==> src/btg_pkg.sv <==
// Shared constants and types for the grant-bus master and processor arbiter
package btg_pkg;
  localparam int unsigned CLK_PERIOD_NS = 50;
  localparam int unsigned SACK_GAP_NS   = 100;
  localparam int unsigned SACK_GAP_CYC  = (SACK_GAP_NS + CLK_PERIOD_NS - 1) / CLK_PERIOD_NS;
  localparam int unsigned GRANT_TMO_NS  = 10000;
  localparam int unsigned GRANT_TMO_CYC = GRANT_TMO_NS / CLK_PERIOD_NS;
  localparam int unsigned HOLD_CYC      = 8;
  localparam int unsigned CNT_W         = 16;
  localparam int unsigned INTR_LEVELS   = 4;

  typedef enum logic [2:0] {
    BTG_IDLE,
    BTG_REQ,
    BTG_CLAIM,
    BTG_OWN,
    BTG_END
  } btg_mstate_t;
endpackage : btg_pkg

==> src/btg_master.sv <==
// Grant-bus master with grant pass-through and optional processor arbiter
`timescale 1ns/100ps
module btg_master
  import btg_pkg::*;
#(
  parameter int unsigned HOLD  = HOLD_CYC,
  parameter int unsigned TMO   = GRANT_TMO_CYC,
  parameter int unsigned NINTR = INTR_LEVELS
) (
  input  wire logic             clk,
  input  wire logic             rst,
  input  wire logic             xfer_start,
  output logic                  xfer_busy,
  output logic                  xfer_done,
  output logic                  dma_request,
  input  wire logic             dma_grant_in,
  output logic                  dma_grant_out,
  input  wire logic             select_ack_in,
  output logic                  select_ack_out,
  output logic                  select_ack_oe_n,
  input  wire logic             first_bus,
  input  wire logic [NINTR-1:0] intr_pending,
  input  wire logic [NINTR-1:0] intr_grant_in,
  output logic      [NINTR-1:0] intr_grant_out,
  input  wire logic             cpu_enable,
  input  wire logic             bus_dma_request,
  output logic                  cpu_grant,
  output logic                  cpu_timeout
);
  typedef struct packed {
    btg_mstate_t      st;
    logic             busy;
    logic             done;
    logic             req;
    logic             gnt_out;
    logic             sack;
    logic [NINTR-1:0] igrant;
    logic             cgrant;
    logic             ctmo;
    logic [CNT_W-1:0] ctimer;
  } btg_state_t;

  btg_state_t s_reg;
  btg_state_t s_next;

  logic hold_load;
  logic hold_zero;
  logic gap_zero;

  // Hold time of bus ownership once the grant has been claimed
  btg_count #(.W(CNT_W)) u_hold (
    .clk   (clk),
    .rst   (rst),
    .load  (hold_load),
    .value (CNT_W'(HOLD)),
    .run   (s_reg.st == BTG_OWN),
    .zero  (hold_zero)
  );

  // Bus acknowledge must be gone for the gap before the processor grants again
  btg_count #(.W(CNT_W)) u_gap (
    .clk   (clk),
    .rst   (rst),
    .load  (select_ack_in),
    .value (CNT_W'(SACK_GAP_CYC)),
    .run   (1'b1),
    .zero  (gap_zero)
  );

  assign hold_load = (s_reg.st == BTG_CLAIM) && !dma_grant_in;

  always_comb begin
    s_next      = s_reg;
    s_next.done = 1'b0;
    case (s_reg.st)
      BTG_IDLE: begin
        if (xfer_start) begin
          s_next.st   = BTG_REQ;
          s_next.busy = 1'b1;
          s_next.req  = 1'b1;
        end
      end
      BTG_REQ: begin
        // Nothing proceeds until the grant reaches us; the grant is then ours, not passed on
        if (dma_grant_in && !select_ack_in) begin
          s_next.st   = BTG_CLAIM;
          s_next.sack = 1'b1;
          s_next.req  = 1'b0;
        end
      end
      BTG_CLAIM: begin
        if (!dma_grant_in) begin
          s_next.st = BTG_OWN;
        end
      end
      BTG_OWN: begin
        if (hold_zero) begin
          s_next.st   = BTG_END;
          s_next.sack = 1'b0;
        end
      end
      BTG_END: begin
        s_next.st   = BTG_IDLE;
        s_next.busy = 1'b0;
        s_next.done = 1'b1;
      end
      default: begin
        s_next.st = BTG_IDLE;
      end
    endcase

    // A grant goes on down the chain only if our next state is BTG_IDLE
    s_next.gnt_out = dma_grant_in && (s_next.st == BTG_IDLE);

    // Second bus: never interrupts here, so the grants go by untouched
    if (first_bus) begin
      s_next.igrant = intr_grant_in & ~intr_pending;
    end else begin
      s_next.igrant = intr_grant_in;
    end

    // Processor role: grant one request, drop it on acknowledge or after the timeout
    if (!cpu_enable) begin
      s_next.cgrant = 1'b0;
      s_next.ctmo   = 1'b0;
      s_next.ctimer = '0;
    end else if (s_reg.cgrant) begin
      if (select_ack_in) begin
        s_next.cgrant = 1'b0;
        s_next.ctimer = '0;
      end else if (s_reg.ctimer == CNT_W'(TMO - 1)) begin
        s_next.cgrant = 1'b0;
        s_next.ctmo   = 1'b1;
        s_next.ctimer = '0;
      end else begin
        s_next.ctimer = s_reg.ctimer + CNT_W'(1);
      end
    end else if (bus_dma_request && !select_ack_in && gap_zero) begin
      s_next.cgrant = 1'b1;
      s_next.ctmo   = 1'b0;
    end
  end

  always_ff @(posedge clk) begin
    if (rst) begin
      s_reg    <= '0;
      s_reg.st <= BTG_IDLE;
    end else begin
      s_reg <= s_next;
    end
  end

  assign xfer_busy       = s_reg.busy;
  assign xfer_done       = s_reg.done;
  assign dma_request     = s_reg.req;
  assign dma_grant_out   = s_reg.gnt_out;
  assign select_ack_out  = s_reg.sack;
  assign select_ack_oe_n = ~s_reg.sack;
  assign intr_grant_out  = s_reg.igrant;
  assign cpu_grant       = s_reg.cgrant;
  assign cpu_timeout     = s_reg.ctmo;
endmodule : btg_master

==> src/btg_count.sv <==
// Loadable down counter with a zero flag
`timescale 1ns/100ps
module btg_count
  import btg_pkg::*;
#(
  parameter int unsigned W = CNT_W
) (
  input  wire logic         clk,
  input  wire logic         rst,
  input  wire logic         load,
  input  wire logic [W-1:0] value,
  input  wire logic         run,
  output logic              zero
);
  typedef struct packed {
    logic [W-1:0] cnt;
  } btg_cnt_st_t;

  btg_cnt_st_t s_reg;
  btg_cnt_st_t s_next;

  always_comb begin
    s_next = s_reg;
    if (load) begin
      s_next.cnt = value;
    end else if (run && s_reg.cnt != '0) begin
      s_next.cnt = s_reg.cnt - W'(1);
    end
  end

  always_ff @(posedge clk) begin
    if (rst) begin
      s_reg <= '0;
    end else begin
      s_reg <= s_next;
    end
  end

  assign zero = (s_reg.cnt == '0);
endmodule : btg_count

==> config.mk <==
export PLATFORM = sky130hd
export DESIGN_NAME = btg_master
export DESIGN_NICKNAME = d
export VERILOG_FILES = /design/src/btg_pkg.sv /design/src/btg_master.sv /design/src/btg_count.sv
export SDC_FILE = /design/constraint.sdc
export NUM_CORES = 1
export LEC_CHECK = 0
export BUFFER_PORTS_ARGS = -buffer_cell sky130_fd_sc_hd__buf_2
export CORE_ASPECT_RATIO = 1.25
export CORE_MARGIN = 4
export CORE_UTILIZATION = 64
export DETAILED_ROUTE_END_ITERATION = 8
export PLACE_DENSITY = 0.84
export SLEW_MARGIN = 5
export SYNTH_ARGS = -nofsm -noshare
export SYNTH_HDL_FRONTEND = slang
export SYNTH_HIERARCHICAL = 1
export SYNTH_SLANG_ARGS = --single-unit
==> constraint.sdc <==
create_clock -name clk -period 4.9 [get_ports clk]
set_input_delay 0.49 -clock clk [delete_from_list [all_inputs] [get_ports clk]]
set_output_delay 0.49 -clock clk [all_outputs]
set_load 0.02 [all_outputs]
After elaboration in Yosys (flattened, before gate mapping)
Index checks and enable logic that the tools add are counted.

Flip-flop bits (word level): 62. Input port bits: 16. Output and inout port bits: 12. Logic and storage cells: 83.

$add $sub $neg: 3. Eq/ne operators: 10. Muxes and demuxes: 25. Bitwise gates (word level): 4. Reduce and logical (&&, ||, !) cells: 27.

Operator list (count): 16-bit zero test (2); 16-bit 2-to-1 mux (2); 16-bit nonzero test (2); 16-bit by 1-bit subtractor with 16-bit output, second input constant (2); 16-bit by 1-bit adder with 16-bit output, second input constant (1); 16-bit by 8-bit equality test with 1-bit output, second input constant (1); 4-bit 2-to-1 mux (4); 3-bit one-hot mux with 4 select lines (1); 2-bit nonzero test (6); 2-bit 2-to-1 mux (5); 3-bit 2-to-1 mux (3); 3-bit AND reduction (3); 2-bit inequality test, second input constant (4); 1-bit 2-to-1 mux (7); 3-bit by 2-bit equality test with 1-bit output, second input constant (2); 1-bit logical AND (6); 3-bit zero test (2); 1-bit one-hot mux with 2 select lines (3); 2-bit OR reduction (3); 4-bit bitwise AND (1); 4-bit NOT (1); 3-bit by 1-bit equality test with 1-bit output, second input constant (1); 3-bit equality test, second input constant (1); 1-bit zero test (2); other kinds (3) (4).

Logic depth before layout (Yosys ltp)
Gate-level depths: netlist of run 1.

Depth after elaboration: 6. Gate-level depth with buffers: 9. Gate-level depth less buffers: 8.

Hierarchy
The synthesis of run 1 kept the hierarchy.

By module, submodules not included: btg_count (instances 2, cells an instance 114, area an instance 944.7 µm², seq. area each 320.3 µm²); btg_master (instances 1, cells an instance 188, area an instance 1587.8 µm², seq. area each 600.6 µm²).

Worst setup path before layout of run 1
OpenSTA, ideal clock, no wires.

Kind: register to register. Start point: register s_reg[28] (netlist name). End point: register u_hold/s_reg[11] in the netlist's numbering. Setup time: 133 ps. Data arrival time: 2079 ps. Required time: 4767 ps. Slack: 2688 ps. Stages on the path, launching flop included: 7. Buffers on the path: 2. Period minus slack after synthesis: 2212 ps. Cells stage by stage: dfxtp_1 -> clkbuf_1 -> nor4b_1 -> clkinv_1 -> clkbuf_8 -> o21bai_1 -> a21oi_1.

RTL lines: end signal, assigned (RTL line btg_count.sv:35) `s_reg <= s_next;`; end, declared (RTL line btg_count.sv:19) `btg_cnt_st_t s_reg;`.

==> results of run 1 <==
-- worst max path at each step --
| stage | slack, ps | cells after the start | endpoint |
|---|---|---|---|
| 2_1_floorplan | 2690 | 6 | u_hold/s_reg[11] |
| 3_3_place_gp | 2510 | 5 | s_reg[6] |
| 3_5_place_dp | 2450 | 5 | s_reg[6] |
| 4_1_cts | 2610 | 5 | u_hold/s_reg[4] |
| 5_1_grt | 2360 | 5 | u_hold/s_reg[4] |
| 6_report | 2600 | 5 | u_hold/s_reg[4] |
-- Yosys cell counts (9+ instances only) --
cell type / number
inv_1: 16
a311oi_1: 9
nor4_1: 10
nand3_1: 17
o21ai_0: 10
nor3_1: 21
dfxtp_1: 62
a21oi_1: 21
a211oi_1: 20
nand2_1: 33
nor2_1: 41
xnor2_1: 16
-- final cells by class --
type	count	area [µm²]
clock buffer	11	141
clock inverter	5	81.3
fill	439	1300
inverter	18	67.6
multi-input combinational	351	2140
sequential	62	1240
tap	62	77.6
timing repair buffer	28	143
-- power by group through the flow --
stage                     Combinational (mW)  Clock [mW]  Sequential [mW]
after floorplan                        0.120           0            0.552
after detailed placement               0.141           0            0.556
final                                  0.143       0.505            0.545
after CTS                              0.143       0.515            0.544
after global routing                   0.161       0.541            0.548
after global placement                 0.136           0            0.555
-- stage by stage --
stage / instance area (µm²) / hold WS (ps) / setup WS (ps) / power [mW]
3_3_place_gp: 3670 / 487 / 2510 / 0.691
3_5_place_dp: 3670 / 489 / 2450 / 0.697
5_1_grt: 3890 / 310 / 2360 / 1.25
6_report: 3890 / 318 / 2600 / 1.19
2_1_floorplan: 3620 / 449 / 2690 / 0.672
4_1_cts: 3890 / 308 / 2610 / 1.20
-- worst max-delay path, cell delays in order, from the launching register on --
cell and delay (ps):
dfxtp_1 480, nor2b_1 290, and2_1 310, or4bb_1 450, or3_2 420, a311oi_1 250
-- logic make-up after synthesis --
family,Yosys count,share of synthesized area (%)
and+or+nand+nor,187,30.8
AOI/OAI and AO/OA,100,20.0
DFF,62,35.7
buffers and inverters,41,6.84
xor gates and xnor gates,19,4.79
adders and majority gates,3,1.08
other,2,0.216
muxes,2,0.576
-- routing by layer --
layer / GRT usage (%) / part of all wire, % / wire length, µm / vias up
li1: - / - / - / 1625
met1: 28.7 / 43 / 3220 / 1481
met2: 38.7 / 50 / 3740 / 63
met3: 5.68 / 4.1 / 307 / 20
met4: 11.0 / 2.7 / 201 / 0
met5: 0 / 0 / 0 / -
==> results.sh, run 1 <==
export IMPL_status="finished, final reports clean"
export IMPL_slew_violations=0
export IMPL_hold_end="intr_grant_out[1]"
export IMPL_first_iter_violations=172
export IMPL_final_common_cell="dfxtp_1"
export IMPL_max_cap_violations=0
export IMPL_crit_fanout=9
export IMPL_avgSynthCellArea_um2=8.36
export IMPL_p_comb_share_pct=12.0
export IMPL_die_area_mm2=0.00668
export IMPL_rsz0062_at_grt="no"
export IMPL_power_density_mw_per_mm2=306
export IMPL_layout_common_cells="62 x dfxtp_1, 41 x nor2_1, 40 x conb_1"
export IMPL_grt_max_degree=49
export IMPL_worstReg2RegStart="s_reg[27]"
export IMPL_synth_cell_types=64
export IMPL_clk_path_buf_depth=2
export IMPL_cts_resized=0
export IMPL_irDropWorstVdd_v=0.000257
export IMPL_die_x_um=73.9
export IMPL_period_needed_ps=2300
export IMPL_maxClockFrequency_mhz=435
export IMPL_cts_root_buf="clkbuf_8"
export IMPL_p_leak_nw=1.41
export IMPL_period_share_pct=47.0
export IMPL_netlist_area_mm2=0.00348
export IMPL_n_antenna_cell=0
export IMPL_globalplace_congestion=0.967
export IMPL_worstRegToRegCells=5
export IMPL_area_growth_pct=11.9
export IMPL_clk_latency_ps=340
export IMPL_nets=489
export IMPL_reg2reg_setup_slack_ps=2600
export IMPL_ant_nets=0
export IMPL_post_synth_top_area_cell="dfxtp_1"
export IMPL_path_clk_slew_ps=70
export IMPL_fin_util_pct=75.0
export IMPL_cts_setup_buffers=0
export IMPL_hold_start="intr_pending[1]"
export IMPL_vias=3189
export IMPL_synth_seq_cells=62
export IMPL_worstPathArrival_ps=2550
export IMPL_hold_class="input pin to register"
export IMPL_syn_inst=416
export IMPL_grt_pass1_vias=2960
export IMPL_cts_buffers=9
export IMPL_place_hpwl_um=5120
export IMPL_wl_um=7470
export IMPL_start_kind="register"
export IMPL_antenna_found_initial=0
export IMPL_remaining_drc_errors=0
export IMPL_reg2reg_to="u_hold/s_reg[4]"
export IMPL_max_slew_margin_rel_pct=44.1
export IMPL_synth_main_ff_cell="dfxtp_1"
export IMPL_grt_total_usage_pct=23.7
export IMPL_crit_required_ps=5150
export IMPL_switchingPower_mw=0.310
export IMPL_p_int_mw=0.882
export IMPL_hold_viol_final=0
export IMPL_swShare_pct=26.0
export IMPL_startpoint="s_reg[27]"
export IMPL_port_buffers=27
export IMPL_hold_depth=2
export IMPL_core_area_mm2=0.00519
export IMPL_avgRoutedWirePerCell_um=13.9
export IMPL_yosysSeqAreaShare_pct=35.7
export IMPL_worstSetupPathType="register to register"
export IMPL_worstSetupEndpointType="register"
export IMPL_cts_max_level=3
export IMPL_layout_cells_non_filler=537
export IMPL_pwr_share_clk_pct=42.3
export IMPL_overflow=0
export IMPL_seqPwrFrac_pct=45.7
export IMPL_first_pass_iters=4
export IMPL_tightest_slew_ps=839
export IMPL_place_inst=521
export IMPL_viasPerCell=5.94
export IMPL_die_h_um=90.4
export IMPL_ioPinCount=28
export IMPL_final_setup_tns_ps=0
export IMPL_rows=29
export IMPL_yosys_warnings=6
export IMPL_drive_above_1_share_pct=14.3
export IMPL_grt_pass1_wl_um=12800
export IMPL_hold_buffers=0
export IMPL_synth_edf_count=0
export IMPL_ys_top_cells_by_area="dfxtp_1 36%, nor2_1 4.4%, a211oi_1 4.3%"
export IMPL_setup_violations=0
export IMPL_async_flop_share_pct=0
export IMPL_clock_sinks=62
export IMPL_largest_register_ff_count=19
export IMPL_fin_worst_skew_ps=11.1
export IMPL_start_util_pct=67.0
export IMPL_cts_tree="built"
export IMPL_synth_top_area_share_pct=35.7
No activity file was read; power rests on OpenSTA's default activity.
==> inputs of run 2 (changes only) <==
--- a/config.mk
+++ b/config.mk
@@ -8,9 +8,9 @@
 export BUFFER_PORTS_ARGS = -buffer_cell sky130_fd_sc_hd__buf_2
 export CORE_ASPECT_RATIO = 1.25
 export CORE_MARGIN = 4
-export CORE_UTILIZATION = 64
+export CORE_UTILIZATION = 60
 export DETAILED_ROUTE_END_ITERATION = 8
-export PLACE_DENSITY = 0.84
+export PLACE_DENSITY = 0.8
 export SLEW_MARGIN = 5
 export SYNTH_ARGS = -nofsm -noshare
 export SYNTH_HDL_FRONTEND = slang
==> constraint.sdc (replaced) <==
create_clock -name clk -period 2.28 [get_ports clk]
set_input_delay 0.228 -clock clk [delete_from_list [all_inputs] [get_ports clk]]
set_output_delay 0.228 -clock clk [all_outputs]
set_load 0.02 [all_outputs]
==> results.sh, run 2 (synthesis gave the netlist of run 1 again) <==
export IMPL_status="finished, final reports clean"
export IMPL_start_kind="register"
export IMPL_final_common_cell="dfxtp_1"
export IMPL_grt_pass1_vias=3030
export IMPL_first_pass_iters=5
export IMPL_maxClockFrequency_mhz=473
export IMPL_reg2reg_to="u_gap/s_reg[1]"
export IMPL_fin_worst_skew_ps=5.02
export IMPL_antenna_found_initial=0
export IMPL_rows=30
export IMPL_worstPathArrival_ps=2310
export IMPL_hold_depth=2
export IMPL_irDropWorstVdd_v=0.000466
export IMPL_slew_violations=0
export IMPL_max_slew_margin_rel_pct=64.7
export IMPL_cp_slowest_stage_delay_ps=570
export IMPL_hold_class="input pin to register"
export IMPL_period_needed_ps=2110
export IMPL_wl_um=7440
export IMPL_grt_pass1_wl_um=13100
export IMPL_die_h_um=93.1
export IMPL_cts_buffers=9
export IMPL_final_setup_tns_ps=0
export IMPL_clock_sinks=62
export IMPL_cts_max_level=3
export IMPL_n_antenna_cell=0
export IMPL_cts_root_buf="clkbuf_8"
export IMPL_tightest_slew_ps=526
export IMPL_crit_fanout=13
export IMPL_avgRoutedWirePerCell_um=13.6
export IMPL_crit_buf_inv=0
export IMPL_path_clk_slew_ps=60
export IMPL_cts_tree="built"
export IMPL_reg2reg_setup_slack_ps=170
export IMPL_dpl_cell_area_mm2=0.00374
export IMPL_worstSetupEndpointType="register"
export IMPL_place_hpwl_um=5240
export IMPL_worstPathCellList="or4_1 -> and4bb_2 -> and2b_2 -> o221ai_1 -> a21oi_1"
export IMPL_remaining_drc_errors=0
export IMPL_globalplace_congestion=0.897
export IMPL_hold_start="intr_pending[2]"
export IMPL_viasPerCell=5.80
export IMPL_vias=3176
export IMPL_drive_above_1_share_pct=15.7
export IMPL_worstSetupPathType="register to register"
export IMPL_nets=498
export IMPL_start_util_pct=63.0
export IMPL_p_leak_nw=1.45
export IMPL_hold_end="intr_grant_out[2]"
export IMPL_crit_family="simple AND/OR/NAND/NOR gates"
export IMPL_hold_viol_final=0
export IMPL_worstRegToRegCells=5
export IMPL_slowest_stage="or4_1"
export IMPL_setup_violations=0
export IMPL_grt_max_degree=48
export IMPL_ant_nets=0
export IMPL_whs_ps=75.1
export IMPL_core_area_mm2=0.00552
export IMPL_port_buffers=27
export IMPL_area_growth_pct=13.5
export IMPL_die_x_um=76.1
export IMPL_fin_util_pct=71.5
export IMPL_ioPinCount=28
export IMPL_largest_register_ff_count=19
export IMPL_die_area_mm2=0.00708
export IMPL_worstReg2RegStart="u_gap/s_reg[10]"
export IMPL_layout_common_cells="62 x dfxtp_1, 41 x nor2_1, 40 x conb_1"
export IMPL_grt_total_usage_pct=22.1
export IMPL_final_cell_area_mm2=0.00395
export IMPL_period_share_pct=92.7
export IMPL_max_cap_violations=0
export IMPL_overflow=0
export IMPL_rsz0062_at_grt="no"
export IMPL_hold_buffers=0
export IMPL_total_power_mw=2.46
export IMPL_crit_required_ps=2470
export IMPL_clk_latency_ps=330
export IMPL_clk_path_buf_depth=2
export IMPL_power_density_mw_per_mm2=624
export IMPL_first_iter_violations=185
[run 2: power by group]
group / switching [mW] / total [mW] / internal [mW]
Combinational: 0.193 / 0.333 / 0.140
Clock: 0.401 / 0.965 / 0.564
Sequential: 0.0394 / 1.17 / 1.13
[run 2: what timing repair did]
action | CTS | global route
resized for setup | 0 | 1
setup buffers | 0 | 0
endpoints found under the setup margin | 0 | 1
endpoints found under the hold margin | 0 | 0
[run 2: final cells by class]
type	instances	area, µm²
Timing Repair Buffer	37	210
Sequential cell	62	1240
Inverter	18	67.6
Clock buffer	13	159
Tap cell	64	80.1
Fill cell	457	1570
Clock inverter	3	42.5
Multi-Input combinational cell	351	2140
[run 2: stage by stage]
| stage | setup WS [ps] | instances |
|---|---|---|
| global placement | 213 | 532 |
| finish | 167 | 548 |
| detailed placement | 168 | 532 |
| floorplan | 68.4 | 454 |
| CTS | 145 | 548 |
| global route | 60.3 | 548 |
[run 2: worst max path at each step]
stage	startpoint	to	depth (start not counted)
6_report	u_gap/s_reg[10]	u_gap/s_reg[1]	5
5_1_grt	u_hold/s_reg[10]	u_hold/s_reg[0]	5
4_1_cts	u_hold/s_reg[10]	u_hold/s_reg[0]	5
3_5_place_dp	u_hold/s_reg[7]	u_hold/s_reg[0]	5
3_3_place_gp	u_hold/s_reg[7]	u_hold/s_reg[0]	5
2_1_floorplan	s_reg[28]	u_hold/s_reg[11]	6
[run 2: routing by layer]
| layer | part of all wire (%) | wire length, µm | GRT usage [%] | vias to the layer above |
|---|---|---|---|---|
| met2 | 51 | 3790 | 38.6 | 81 |
| met4 | 0.94 | 70 | 10.3 | 0 |
| met1 | 43 | 3230 | 24.7 | 1457 |
| met3 | 4.8 | 359 | 6.36 | 8 |
| met5 | 0 | 0 | 0 | - |
| li1 | - | - | - | 1630 |
==> inputs of run 3 (changes only) <==
--- a/config.mk
+++ b/config.mk
@@ -8,9 +8,9 @@
 export BUFFER_PORTS_ARGS = -buffer_cell sky130_fd_sc_hd__buf_2
 export CORE_ASPECT_RATIO = 1.25
 export CORE_MARGIN = 4
-export CORE_UTILIZATION = 60
+export CORE_UTILIZATION = 64
 export DETAILED_ROUTE_END_ITERATION = 8
-export PLACE_DENSITY = 0.8
+export PLACE_DENSITY = 0.84
 export SLEW_MARGIN = 5
 export SYNTH_ARGS = -nofsm -noshare
 export SYNTH_HDL_FRONTEND = slang
==> constraint.sdc (replaced) <==
create_clock -name clk -period 2.55 [get_ports clk]
set_input_delay 0.255 -clock clk [delete_from_list [all_inputs] [get_ports clk]]
set_output_delay 0.255 -clock clk [all_outputs]
set_load 0.02 [all_outputs]
==> results.sh, run 3 (synthesis gave the netlist of run 1 again) <==
export IMPL_status="finished, final reports clean"
export IMPL_cts_setup_buffers=0
export IMPL_cts_tree="built"
export IMPL_worstSetupPathType="register to register"
export IMPL_ioPinCount=28
export IMPL_antenna_found_initial=0
export IMPL_tightest_slew_ps=590
export IMPL_core_area_mm2=0.00519
export IMPL_viasPerCell=5.98
export IMPL_maxClockFrequency_mhz=438
export IMPL_cts_max_level=3
export IMPL_drive_above_1_share_pct=15.4
export IMPL_remaining_drc_errors=0
export IMPL_start_kind="register"
export IMPL_area_growth_pct=13.7
export IMPL_grt_max_degree=48
export IMPL_avgRoutedWirePerCell_um=14.3
export IMPL_die_x_um=73.9
export IMPL_ant_nets=0
export IMPL_post_place_ws_ps=278
export IMPL_slew_violations=0
export IMPL_hold_buffers=0
export IMPL_max_slew_margin_rel_pct=60.7
export IMPL_final_setup_tns_ps=0
export IMPL_first_iter_violations=240
export IMPL_grt_pass1_vias=3062
export IMPL_largest_register_ff_count=19
export IMPL_place_inst=526
export IMPL_first_pass_iters=5
export IMPL_crit_required_ps=2810
export IMPL_period_share_pct=89.6
export IMPL_dpl_cell_area_mm2=0.00371
export IMPL_n_antenna_cell=0
export IMPL_grt_total_usage_pct=24.7
export IMPL_final_common_cell="dfxtp_1"
export IMPL_rsz0062_at_grt="no"
export IMPL_clk_path_buf_depth=2
export IMPL_irDropWorstVdd_v=0.000502
export IMPL_cts_buffers=9
export IMPL_start_util_pct=67.0
export IMPL_p_leak_nw=1.45
export IMPL_grt_pass1_wl_um=13300
export IMPL_wl_um=7750
export IMPL_worstPathArrival_ps=2550
export IMPL_finalWorstSetupSlack_ps=264
export IMPL_globalplace_congestion=0.932
export IMPL_path_clk_slew_ps=80
export IMPL_fin_util_pct=76.2
export IMPL_max_cap_violations=0
export IMPL_setup_violations=0
export IMPL_fin_worst_skew_ps=9.20
export IMPL_clk_latency_ps=350
export IMPL_cts_root_buf="clkbuf_8"
export IMPL_worstSetupEndpointType="register"
export IMPL_port_buffers=27
export IMPL_power_density_mw_per_mm2=608
export IMPL_hold_class="input pin to register"
export IMPL_whs_ps=77.8
export IMPL_total_power_mw=2.40
export IMPL_layout_cells_non_filler=542
export IMPL_layout_common_cells="62 x dfxtp_1, 41 x nor2_1, 40 x conb_1"
export IMPL_die_h_um=90.4
export IMPL_cts_resized=0
export IMPL_clock_sinks=62
export IMPL_overflow=0
export IMPL_rows=29
export IMPL_hold_viol_final=0
export IMPL_vias=3240
export IMPL_die_area_mm2=0.00668
export IMPL_crit_fanout=9
export IMPL_nets=494
export IMPL_period_needed_ps=2290
export IMPL_place_hpwl_um=5130
export IMPL_final_cell_area_mm2=0.00395
[run 3: final cells by class]
type,count,area (µm²)
Fill cell,387,1240
Inverter,18,67.6
Clock buffer,9,124
Multi-Input combinational cell,351,2140
Tap cell,62,77.6
Timing Repair Buffer,33,180
Clock inverter,7,121
Sequential cell,62,1240
[run 3: worst paths after layout]
path                   startpoint           endpoint  slack, ps  cells after the start
setup reg to reg        s_reg[27]    u_hold/s_reg[4]        260                      5
hold reg to reg         s_reg[15]          s_reg[15]        490                      1
setup / recovery        s_reg[27]    u_hold/s_reg[4]        260                      5
hold / removal    intr_pending[2]  intr_grant_out[2]         80                      2
[run 3: worst max-delay path, stage by stage, from the launching register on]
cell	delay (ps)
dfxtp_1	490
nor2b_1	280
and2_1	300
or4bb_1	450
or3_2	430
a311oi_1	250
[run 3: routing by layer]
layer	GRT usage, %	wire [µm]	vias to the layer above
li1	-	-	1632
met1	29.0	3260	1498
met2	41.6	3960	94
met3	4.01	342	16
met4	13.4	191	0
met5	0	0	-
[run 3: report_power, final]
group | internal [mW] | leakage [nW] | total [mW] | switching, mW
Clock | 0.654 | 0.124 | 1.07 | 0.419
Combinational | 0.116 | 0.817 | 0.282 | 0.166
Sequential | 1.01 | 0.506 | 1.05 | 0.0405
